===== config.mk =====
export PLATFORM = sky130hd
export DESIGN_NAME = plr_label_regs
export DESIGN_NICKNAME = d
export VERILOG_FILES = /design/src/pkg/plr_pkg.sv /design/src/logic/plr_label_regs.sv
export SDC_FILE = /design/constraint.sdc
export NUM_CORES = 1
export LEC_CHECK = 0
export BUFFER_PORTS_ARGS = -buffer_cell sky130_fd_sc_hd__buf_2
export CELL_PAD_IN_SITES_DETAIL_PLACEMENT = 1
export CELL_PAD_IN_SITES_GLOBAL_PLACEMENT = 2
export CORE_MARGIN = 1.5
export CORE_UTILIZATION = 30
export CTS_CLUSTER_SIZE = 8
export DETAILED_ROUTE_END_ITERATION = 12
export GPL_ROUTABILITY_DRIVEN = 0
export PLACE_DENSITY = 0.83
export SYNTH_ARGS = -nofsm -noshare
export SYNTH_HDL_FRONTEND = slang
export SYNTH_SLANG_ARGS = --single-unit

===== constraint.sdc =====
create_clock -name mclk -period 3.6 [get_ports mclk]
set_clock_uncertainty 0.15 [all_clocks]
set_input_delay 0.18 -clock mclk [delete_from_list [all_inputs] [get_ports mclk]]
set_output_delay 0.18 -clock mclk [all_outputs]
set_load 0.01 [all_outputs]

===== src/pkg/plr_pkg.sv =====
// package: constants for the partition label register block
package plr_pkg;

  // ----------------------------------------
  // privilege levels
  // ----------------------------------------
  localparam logic [1:0] LVL_APP = 2'h0;
  localparam logic [1:0] LVL_KERNEL = 2'h1;
  localparam logic [1:0] LVL_HYP = 2'h2;
  localparam logic [1:0] LVL_TOP = 2'h3;

  // ----------------------------------------
  // register encodings
  // ----------------------------------------
  localparam logic [1:0] ENC_OP0 = 2'h3;
  localparam logic [3:0] ENC_CRN = 4'ha;
  localparam logic [3:0] ENC_CRM = 4'h5;
  localparam logic [2:0] ENC_OP2 = 3'h0;
  localparam logic [2:0] ENC_OP1_KERNEL = 3'h0;
  localparam logic [2:0] ENC_OP1_HYP = 3'h4;
  localparam logic [2:0] ENC_OP1_TOP = 3'h6;
  localparam logic [2:0] ENC_OP1_VCR = 3'h4;
  localparam logic [3:0] ENC_CRM_VCR = 4'h4;

  // ----------------------------------------
  // field positions
  // ----------------------------------------
  localparam int BIT_ENABLE = 63;
  localparam int BIT_TRAP_LOWER = 62;
  localparam int BIT_SEC_DEFAULT = 61;
  localparam int BIT_FORCE_NONSECURE_LABEL = 60;
  localparam int BIT_KERNEL_TRAP = 48;
  localparam int BIT_APP_VMAP = 0;
  localparam int BIT_KERNEL_VMAP = 1;
  localparam int LABEL_W = 48;

  // ----------------------------------------
  // outcomes, reset values, other numbers
  // ----------------------------------------
  localparam logic [5:0] TRAP_CLASS = 6'h18;
  localparam logic [11:0] VIRT_SLOT_OFFSET = 12'h900;
  localparam logic [15:0] DEFAULT_PARTID = 16'h0000;
  localparam logic [7:0] DEFAULT_PMG = 8'h00;
  localparam logic [47:0] LABEL_RESET = 48'h0;
  localparam logic [63:0] VCR_RESET = 64'h0;

  typedef enum logic [2:0]
  {
    OUT_DONE = 3'b000,
    OUT_UNDEF = 3'b001,
    OUT_TRAP_TOP = 3'b010,
    OUT_TRAP_HYP = 3'b011,
    OUT_VIRT_MEM = 3'b100
  } plr_outcome_e;

endpackage : plr_pkg


===== src/logic/plr_label_regs.sv =====
// module: partition label registers, access checks and request labels
`timescale 1ns/100ps
`default_nettype none

module plr_label_regs
  import plr_pkg::*;
#(
  parameter bit HAS_TOP_LEVEL = 1'b1,
  parameter bit HAS_SEC_DEFAULT = 1'b1,
  parameter bit HAS_FORCE_NONSECURE_LABEL = 1'b1,
  parameter bit NS_ZERO_SUPPORTED = 1'b1,
  parameter bit VIRT_SUPPORTED = 1'b1
)
(
  input wire logic mclk,
  input wire logic rst,
  input wire logic clk_en,
  input wire logic acc_valid,
  input wire logic acc_write,
  input wire logic [1:0] acc_op0,
  input wire logic [2:0] acc_op1,
  input wire logic [3:0] acc_crn,
  input wire logic [3:0] acc_crm,
  input wire logic [2:0] acc_op2,
  input wire logic [63:0] acc_wdata,
  input wire logic [1:0] cur_level,
  input wire logic secure_state,
  input wire logic hyp_enabled,
  input wire logic host_extension_mode,
  input wire logic [2:0] nested_virt_control,
  input wire logic halted,
  input wire logic secure_debug_disable,
  input wire logic [63:0] kernel_label_in,
  output logic kernel_label_we,
  output logic [63:0] kernel_label_wdata,
  output logic acc_done,
  output logic [2:0] acc_outcome,
  output logic [5:0] acc_class,
  output logic [63:0] acc_rdata,
  output logic [11:0] virt_mem_offset,
  output logic [15:0] instr_partition_id,
  output logic [7:0] instr_monitor_group,
  output logic [15:0] data_partition_id,
  output logic [7:0] data_monitor_group,
  output logic request_nonsecure_label
);

  // ----------------------------------------
  // storage
  // ----------------------------------------
  // the kernel label fields live outside; only the shared enable lives here
  // reset loads known values, all zero but the lower-level trap bit, which resets to 1, so every run starts the same way
  logic global_label_enable;
  logic lower_level_trap;
  logic secure_default_partition;
  logic force_nonsecure_label;
  logic kernel_reg_trap;
  logic [LABEL_W-1:0] hyp_label;
  logic [LABEL_W-1:0] top_label;
  // only the two map enables are kept; other control bits read zero
  logic [63:0] vcr;

  // ----------------------------------------
  // decode
  // ----------------------------------------
  wire logic enc_common = (acc_op0 == ENC_OP0) && (acc_crn == ENC_CRN) && (acc_op2 == ENC_OP2);
  wire logic hit_kernel = enc_common && (acc_crm == ENC_CRM) && (acc_op1 == ENC_OP1_KERNEL);
  wire logic hit_hyp = enc_common && (acc_crm == ENC_CRM) && (acc_op1 == ENC_OP1_HYP);
  wire logic hit_top = enc_common && (acc_crm == ENC_CRM) && (acc_op1 == ENC_OP1_TOP);
  wire logic hit_vcr = enc_common && (acc_crm == ENC_CRM_VCR) && (acc_op1 == ENC_OP1_VCR);
  wire logic hit_any = hit_kernel | hit_hyp | hit_top | hit_vcr;
  wire logic is_app = (cur_level == LVL_APP);
  wire logic is_kernel = (cur_level == LVL_KERNEL);
  wire logic is_hyp = (cur_level == LVL_HYP);
  wire logic is_top = (cur_level == LVL_TOP);
  // the trap bit only counts where a top level is built
  wire logic top_trap = HAS_TOP_LEVEL && lower_level_trap;
  wire logic top_trap_undef = halted && secure_debug_disable;
  // nested control bits are {nv2, nv1, nv}
  wire logic nv_all = (nested_virt_control == 3'b111);
  wire logic nv_bit = nested_virt_control[0];
  wire logic vcr_nv = (nested_virt_control[2] & nested_virt_control[0]);

  // redirect of the kernel encoding at hypervisor level
  wire logic kernel_to_hyp = is_hyp && host_extension_mode;

  // combined view of the enable bit; one flop serves all three registers
  wire logic [63:0] hyp_view = {global_label_enable, 14'h0, kernel_reg_trap, hyp_label};
  wire logic ns_view = HAS_FORCE_NONSECURE_LABEL && (force_nonsecure_label || !NS_ZERO_SUPPORTED);
  wire logic [63:0] top_view = {global_label_enable, lower_level_trap,
    HAS_SEC_DEFAULT && secure_default_partition, ns_view, 12'h000, top_label};
  wire logic [63:0] kernel_view = {global_label_enable, kernel_label_in[62:0]};

  // ----------------------------------------
  // access checks
  // ----------------------------------------
  logic [2:0] next_outcome;
  logic [63:0] next_rdata;
  // first matching arm wins, so top-level traps come ahead of hypervisor traps
  always_comb
  begin
    next_outcome = OUT_DONE;
    next_rdata = 64'h0;
    if (is_app)
      next_outcome = OUT_UNDEF;
    else if (hit_top)
    begin
      if (!is_top)
        next_outcome = OUT_UNDEF;
      else
        next_rdata = top_view;
    end
    else if (hit_vcr && !VIRT_SUPPORTED)
      next_outcome = OUT_UNDEF;
    else if (hit_hyp || hit_vcr)
    begin
      if (is_kernel)
      begin
        if (hit_vcr && hyp_enabled && vcr_nv)
          next_outcome = OUT_VIRT_MEM;
        else if (!(hyp_enabled && nv_bit))
          next_outcome = OUT_UNDEF;
        else if (top_trap)
          next_outcome = top_trap_undef ? OUT_UNDEF : OUT_TRAP_TOP;
        else
          next_outcome = OUT_TRAP_HYP;
      end
      else if (is_hyp && top_trap)
        next_outcome = top_trap_undef ? OUT_UNDEF : OUT_TRAP_TOP;
      else
        next_rdata = hit_vcr ? vcr : hyp_view;
    end
    else if (hit_kernel)
    begin
      if (!is_top && top_trap)
        next_outcome = top_trap_undef ? OUT_UNDEF : OUT_TRAP_TOP;
      else if (is_kernel && hyp_enabled && kernel_reg_trap)
        next_outcome = OUT_TRAP_HYP;
      else if (is_kernel && hyp_enabled && nv_all)
        next_outcome = OUT_VIRT_MEM;
      else if (kernel_to_hyp)
        next_rdata = hyp_view;
      else
        next_rdata = kernel_view;
    end
  end

  wire logic take = clk_en && acc_valid && hit_any;
  wire logic do_write = take && acc_write && (next_outcome == OUT_DONE);
  wire logic wr_top = do_write && hit_top;
  wire logic wr_vcr = do_write && hit_vcr;
  wire logic wr_hyp = do_write && (hit_hyp || (hit_kernel && kernel_to_hyp));
  // the kernel fields sit outside, so this strobes the write out and, without the top level, also writes the enable
  wire logic wr_kernel = do_write && hit_kernel && !kernel_to_hyp;
  // without the top level, the hypervisor and kernel views write the enable
  wire logic wr_enable = wr_top || (!HAS_TOP_LEVEL && (wr_hyp || wr_kernel));
  // only the kernel register has a memory slot; the control register redirect reports 0
  wire logic virt_slot = (next_outcome == OUT_VIRT_MEM) && hit_kernel;
  wire logic is_trap = (next_outcome == OUT_TRAP_TOP) || (next_outcome == OUT_TRAP_HYP);
  wire logic [5:0] next_class = is_trap ? TRAP_CLASS : 6'h00;
  wire logic [11:0] next_offset = virt_slot ? VIRT_SLOT_OFFSET : 12'h000;
  wire logic [63:0] next_answer = acc_write ? 64'h0 : next_rdata;

  // ----------------------------------------
  // register updates
  // ----------------------------------------
  // every write is gated by take, so a low clk_en freezes the storage too
  always_ff @(posedge mclk)
  begin
    if (rst)
    begin
      global_label_enable <= 1'b0;
      lower_level_trap <= 1'b1;
      secure_default_partition <= 1'b0;
      force_nonsecure_label <= 1'b0;
      kernel_reg_trap <= 1'b0;
      hyp_label <= LABEL_RESET;
      top_label <= LABEL_RESET;
      vcr <= VCR_RESET;
    end
    else
    begin
      if (wr_enable)
        global_label_enable <= acc_wdata[BIT_ENABLE];
      if (wr_top)
      begin
        lower_level_trap <= acc_wdata[BIT_TRAP_LOWER];
        secure_default_partition <= HAS_SEC_DEFAULT && acc_wdata[BIT_SEC_DEFAULT];
        force_nonsecure_label <= HAS_FORCE_NONSECURE_LABEL && acc_wdata[BIT_FORCE_NONSECURE_LABEL];
        top_label <= acc_wdata[LABEL_W-1:0];
      end
      if (wr_hyp)
      begin
        kernel_reg_trap <= acc_wdata[BIT_KERNEL_TRAP];
        hyp_label <= acc_wdata[LABEL_W-1:0];
      end
      if (wr_vcr)
        vcr <= {62'h0, acc_wdata[BIT_KERNEL_VMAP], acc_wdata[BIT_APP_VMAP]};
    end
  end

  // ----------------------------------------
  // access answer
  // ----------------------------------------
  // outcome, class, data and offset stand until the next accepted access
  always_ff @(posedge mclk)
  begin
    if (rst)
    begin
      acc_done <= 1'b0;
      acc_outcome <= OUT_DONE;
      acc_class <= 6'h00;
      acc_rdata <= 64'h0;
      virt_mem_offset <= 12'h000;
      kernel_label_we <= 1'b0;
      kernel_label_wdata <= 64'h0;
    end
    else if (clk_en)
    begin
      acc_done <= take;
      kernel_label_we <= wr_kernel;
      if (take)
      begin
        acc_outcome <= next_outcome;
        acc_class <= next_class;
        acc_rdata <= next_answer;
        virt_mem_offset <= next_offset;
        kernel_label_wdata <= acc_wdata;
      end
    end
  end

  // ----------------------------------------
  // request labels
  // ----------------------------------------
  // source picked from live registers each cycle; nothing held per translation
  logic [LABEL_W-1:0] src_label;
  always_comb
  begin
    case (cur_level)
      LVL_TOP: src_label = top_label;
      LVL_HYP: src_label = hyp_label;
      default: src_label = kernel_label_in[LABEL_W-1:0];
    endcase
  end
  wire logic use_default = !global_label_enable;
  wire logic sec_zero = secure_state && HAS_SEC_DEFAULT && secure_default_partition;
  // secure default only clears partition ids; monitor groups still follow the register
  wire logic pid_zero = use_default || sec_zero;
  wire logic [15:0] next_instr_pid = pid_zero ? DEFAULT_PARTID : src_label[15:0];
  wire logic [15:0] next_data_pid = pid_zero ? DEFAULT_PARTID : src_label[31:16];
  wire logic [7:0] next_instr_pmg = use_default ? DEFAULT_PMG : src_label[39:32];
  wire logic [7:0] next_data_pmg = use_default ? DEFAULT_PMG : src_label[47:40];
  // non-secure state always labels non-secure; only secure state looks at the force bit
  wire logic next_ns = secure_state ? ns_view : 1'b1;

  always_ff @(posedge mclk)
  begin
    if (rst)
    begin
      instr_partition_id <= DEFAULT_PARTID;
      data_partition_id <= DEFAULT_PARTID;
      instr_monitor_group <= DEFAULT_PMG;
      data_monitor_group <= DEFAULT_PMG;
      request_nonsecure_label <= 1'b0;
    end
    else if (clk_en)
    begin
      instr_partition_id <= next_instr_pid;
      data_partition_id <= next_data_pid;
      instr_monitor_group <= next_instr_pmg;
      data_monitor_group <= next_data_pmg;
      request_nonsecure_label <= next_ns;
    end
  end

endmodule : plr_label_regs
`default_nettype wire


Word level (Yosys, flattened, before mapping) --
Index checks and enable logic that the tools add are counted.
Cells by class: reduce and logical (&&, ||, !) cells 42, eq/ne operators 13, bitwise operators 4, multiplexer cells 35
Operators by type and width (count):
- two-way mux 64 bit | 12
- case mux 48 bit (2 select lines) | 1
- two-way mux 63 bit | 1
- two-way mux 16 bit | 2
- logical AND 1 bit | 30
- two-way mux 3 bit | 9
- two-way mux 8 bit | 2
- == test 3 bit (second input constant) | 4
- two-way mux 12 bit | 1
- zero test 3 bit | 3
- == test 4 x 3 -> 1 bit (second input constant) | 2
- two-way mux 2 bit | 4
- == test 2 bit (second input constant) | 3
- == test 3 x 2 -> 1 bit (second input constant) | 2
- two-way mux 5 bit | 1
- == test 4 bit (second input constant) | 1
- logical OR 1 bit | 4
- zero test 1 bit | 3
- bitwise OR 1 bit | 3
- == test 2 x 1 -> 1 bit (second input constant) | 1
- zero test 2 bit | 1
- two-way mux 1 bit | 2
- AND reduction 2 bit | 1
- AND 1 bit | 1
Word-level totals: flip-flop bits (word level) 303, output and inout bits 200, word-level logic and storage cells 114

Logic depth before layout (Yosys ltp) --
word-level depth 16, depth in mapped cells 10, mapped depth without buffers 6

Least setup slack after synthesis --
OpenSTA, ideal clock, no wires.
path kind input to register, start point input acc_crn[0], end point register hyp_label[37], required time 3.378 ns, data arrival time 2.274 ns, buffers on the path 3, stages 9, setup slack 1.104 ns, setup time 0.072 ns, cell sequence or4b_1 -> or4_1 -> nand3b_1 -> o32a_1 -> and4_1 -> buf_6 -> buf_6 -> buf_6 -> mux2i_1
Between the ends: cells in the longest elaborated chain, start to end 15, elaborated cells on any way between the ends 28, classes of those cells eq/ne (1); mux (6); bitwise (3); reduce/logical (18)
Ends and longest elaborated chain:
- start, declared | line plr_label_regs.sv:22 | input wire logic [3:0] acc_crn,
- == test 4 bit (*) | line plr_label_regs.sv:66 | wire logic enc_common = (acc_op0 == ENC_OP0) && (acc_crn == ENC_CRN) && (acc_op2 == ENC_OP2);
- logical AND 1 bit (*) (2 in series) | line plr_label_regs.sv:66
- logical AND 1 bit (2 in series) | line plr_label_regs.sv:70 | wire logic hit_vcr = enc_common && (acc_crm == ENC_CRM_VCR) && (acc_op1 == ENC_OP1_VCR);
- logical AND 1 bit (2 in series) | line plr_label_regs.sv:119 | if (hit_vcr && hyp_enabled && vcr_nv)
- two-way mux 3 bit | line plr_label_regs.sv:119
- two-way mux 3 bit | line plr_label_regs.sv:117 | if (is_kernel)
- two-way mux 3 bit | line plr_label_regs.sv:115 | else if (hit_hyp || hit_vcr)
- two-way mux 3 bit | line plr_label_regs.sv:106 | else if (hit_top)
- two-way mux 3 bit | line plr_label_regs.sv:104 | if (is_app)
- zero test 3 bit | line plr_label_regs.sv:149 | wire logic do_write = take && acc_write && (next_outcome == OUT_DONE);
- logical AND 1 bit | line plr_label_regs.sv:149
- logical AND 1 bit (*) | line plr_label_regs.sv:152 | wire logic wr_hyp = do_write && (hit_hyp || (hit_kernel && kernel_to_hyp));
- end signal, assigned | line plr_label_regs.sv:195 | hyp_label <= acc_wdata[LABEL_W-1:0];
- end, declared | line plr_label_regs.sv:58 | logic [LABEL_W-1:0] hyp_label;
Every way passes the cells marked *; elsewhere a longest branch is shown, timed or not. A chain may end at the register's enable or synchronous reset.

Final worst setup path --
start point input clk_en, end point register acc_rdata[56]
Between the ends: cells in the longest elaborated chain, start to end 3
Ends and longest elaborated chain:
- start, declared | line plr_label_regs.sv:17 | input wire logic clk_en,
- logical AND 1 bit (2 in series) | line plr_label_regs.sv:148 | wire logic take = clk_en && acc_valid && hit_any;
- AND reduction 2 bit (no line) (*)
- end signal, assigned | line plr_label_regs.sv:226 | acc_rdata <= next_answer;
- end, declared | line plr_label_regs.sv:39 | output logic [63:0] acc_rdata,
Marked as above.

==> summary.txt <==
Status
  • Outcome: completed

Power
  • Pwr/cell area: between 400 and 500 nW/um2
  • Peak VDD IR: between 0.0003 and 0.0004 V
  • Total power after layout: a little over 0.007 W
  • P_leak: 6.85 nW

Routing
  • Mean routed wirelength per cell: 20.5 um
  • Starting DRT DRC Count: 602
  • Total wire length: ~50 mm
  • Post-route ant nets: 0
  • # DRC: 0
  • Via count: ~13000
  • Post-DR vias/cell: 5.21
  • First drt pass iteration count: 7

Worst hold path
  • Worst Hold Path Cells: 4
  • Launch point of the worst hold path: cur_level[1]
  • Worst Hold Path EP: data_partition_id[14]
  • Worst Hold Class: in -> reg

Placement
  • Pre-CTS setup slack: approximately 480 ps
  • Port Buffer Count: about 340
  • DPL Wire Length: a little over 30 mm

Floorplan
  • Area of the die: ~43000 um2
  • FP Rows: between 70 and 80
  • Starting Density: 0.305
  • Width of the die: ~210 um
  • Die Ht: roughly 210 um
  • Core area: between 40000 and 50000 um2
  • Top Ports: 359

CTS
  • Worst-path clk slew: approximately 50 ps
  • Total CTS buffers: 42
  • # clock sinks: between 200 and 300
  • Postcts setup bufs: 0
  • Clk_lat worst skew: ~560 ps
  • H-tree lvl count: 2
  • Clock root cell: clkbuf_16
  • Cts repair resizes: 0
  • Hold-fix buffers at CTS: 143
  • CTS tree: done
  • Bufs on Longest Clock Path: 3

Critical path
  • Worst setup path startpoint: clk_en
  • CP Launch Type: input port
  • CP arrival: a little over 3000 ps
  • Number of cells on the worst reg-to-reg path: 7
  • Max incr delay on CP: ~570 ps
  • Crit Path Class: in -> reg
  • Worst R2R Setup Slack: between 1000 and 1500 ps
  • Crit path max fanout: 38
  • Buf/Inv on CP: 5
  • Cell Chain, Critical Path: dlygate4sd3_1 -> buf_2 -> and2_1 -> nand3_4 -> buf_4 -> nor4_2 -> buf_4 -> a22oi_1 -> nor2_1 -> dlygate4sd3_1
  • Slowest CP cell: dlygate4sd3_1
  • Worst path top cell family by delay: buffers and inverters
  • FF-to-FF Start: lower_level_trap
  • Worst path required time: about 3900 ps
  • Worst r2r dst: acc_outcome[2]
  • CP Capture Type: flop

Timing
  • Slew @ Worst Pin: 1010 ps
  • Crit path time final: ~2700 ps
  • Final Hold Vio Count: 0
  • Slew Limit Fails: 0
  • Post-route setup TNS: 0 ps
  • Final setup viols: 0
  • RSZ-0062 raised after global routing: false
  • Worst setup margin: ~900 ps
  • Slew headroom: 0.312
  • F_max: 0.367 GHz
  • Fin crit share: 0.756

Synth
  • Synth unique cells: between 50 and 60
  • Post-synthesis sequential area ratio: 0.460
  • YS warnings: 0
  • EDFF count, synth: 0
  • Synth Register Bits: 287
  • Mean post-synth cell area: around 8.5 um2
  • Ys async rst share: 0
  • Synth Cell Area: roughly 12000 um2
  • Post-synthesis cell count: 1468
  • Top FF cell, synth: dfxtp_1

Run
  • Maxcap violations: 0

Final layout
  • Final nets: roughly 2100
  • Commonest non-fill, non-tap cell in the layout: buf_2
  • Multi-input logic area: between 6000 and 7000 um2
  • Flip-flop and latch area: 5750 um2
  • Synth-to-layout area growth: 38.3%
  • Fillers: 4801
  • Ratio of cells with drive above 1 in the final layout: 0.230
  • Most frequent cells in the layout: buf_2, nand2_1, dfxtp_1

Global route
  • Largest net degree at the start of global routing: around 170
  • GRT Total Usage: 0.229
  • Initial antenna violation count: 3
  • Vias in the first global route: roughly 13000
  • GRT overflow: 0
  • First-pass GRT wire length: between 70 and 80 mm
sequential cells by signal (all words and copies together) (netlist names), 2 cells and up:
register,count
top_label,48
acc_rdata,64
instr_partition_id,16
data_monitor_group,8
instr_monitor_group,8
acc_outcome,3
hyp_label,48
vcr,2
data_partition_id,16
kernel_label_wdata,64
layer usage:
layer | track usage | share of wire | routed length, um | up-vias
met2 | 0.407 | 0.50 | 24800 | 389
met3 | 0.0523 | 0.067 | 3340 | 72
li1 | - | - | - | 5975
met1 | 0.272 | 0.42 | 20800 | 6265
met5 | 0 | 0 | 0 | -
met4 | 0.0714 | 0.023 | 1130 | 0
worst reg2reg max path, delay by kind of cell, from the launching register on:
family | cells | cell delay [ps]
buf+inv | 1 | 250
compound gates | 3 | 1350
flops | 1 | 410
simple gates | 3 | 320
Yosys cell counts (all sizes together) (2+ instances only):
library cell,count,area (um2)
mux2,2,22.5
a32oi,31,272
a21oi,170,851
buf,27,195
nor2b,3,18.8
mux2i,101,1010
a22o,3,26.3
nand4,7,43.8
dfxtp,287,5750
nor4b,2,17.5
a211o,2,17.5
nand2b,150,938
a222oi,16,160
nand3b,3,22.5
o21ai,57,285
clkbuf,116,435
nor3,2,10.0
and4,2,17.5
and2,4,25.0
a211oi,2,15.0
nand2,314,1180
inv,4,15.0
a22oi,47,353
or3,2,12.5
or4,3,22.5
and3,4,25.0
o211ai,48,360
nand3,11,55.1
a31oi,2,12.5
nor4,4,40.0
nor2,18,67.6
or4b,2,23.8
power breakdown:
part           switching [W]  internal (W)  total [W]  leakage [nW]
logic               0.000260      0.000228   0.000488          3.98
clock network        0.00140       0.00219    0.00359         0.559
registers        0.000000486       0.00318    0.00318          2.31
final cells by class:
type                            count  share of cell area
Multi-Input combinational cell   1047               0.361
Sequential cell                   287               0.333
Timing Repair Buffer              516               0.201
Clock buffer                       47              0.0638
Tap cell                          532              0.0386
Clock inverter                      2             0.00225
Inverter                            4            0.000870
Antenna cell                        2            0.000290
worst max-delay path by stage:
stage                         end  slack (ps)  cells after the start
finish              acc_rdata[56]         880                     10
global route        acc_rdata[53]         740                     10
CTS                 acc_rdata[56]         890                     10
detailed placement   top_label[3]         480                      8
global placement    top_label[17]         550                      8
floorplan           hyp_label[37]        1100                      9
cells by family (layout without fill, tap and decap cells):
family	count (synthesis)	after routing	share of synthesized area
other cells	1	16	0.000300
compound gates	390	390	0.197
flops	287	287	0.460
buf+inv	147	569	0.0517
fa+ha+maj	1	1	0.000802
mux	103	103	0.0828
simple gates	539	539	0.208
per-stage QoR:
step / cell area, um2 / std cells / utilization / hold slack (ps)
after CTS: 17300 / 2435 / 0.422 / 22.0
after global placement: 14700 / 2243 / 0.359 / 264
after global routing: 17300 / 2437 / 0.422 / 53.7
final: 17300 / 2437 / 0.422 / 56.6
after floorplan: 12500 / 1481 / - / 148
after detailed placement: 14700 / 2243 / 0.359 / 273
Power figures use the tool's default switching activity.
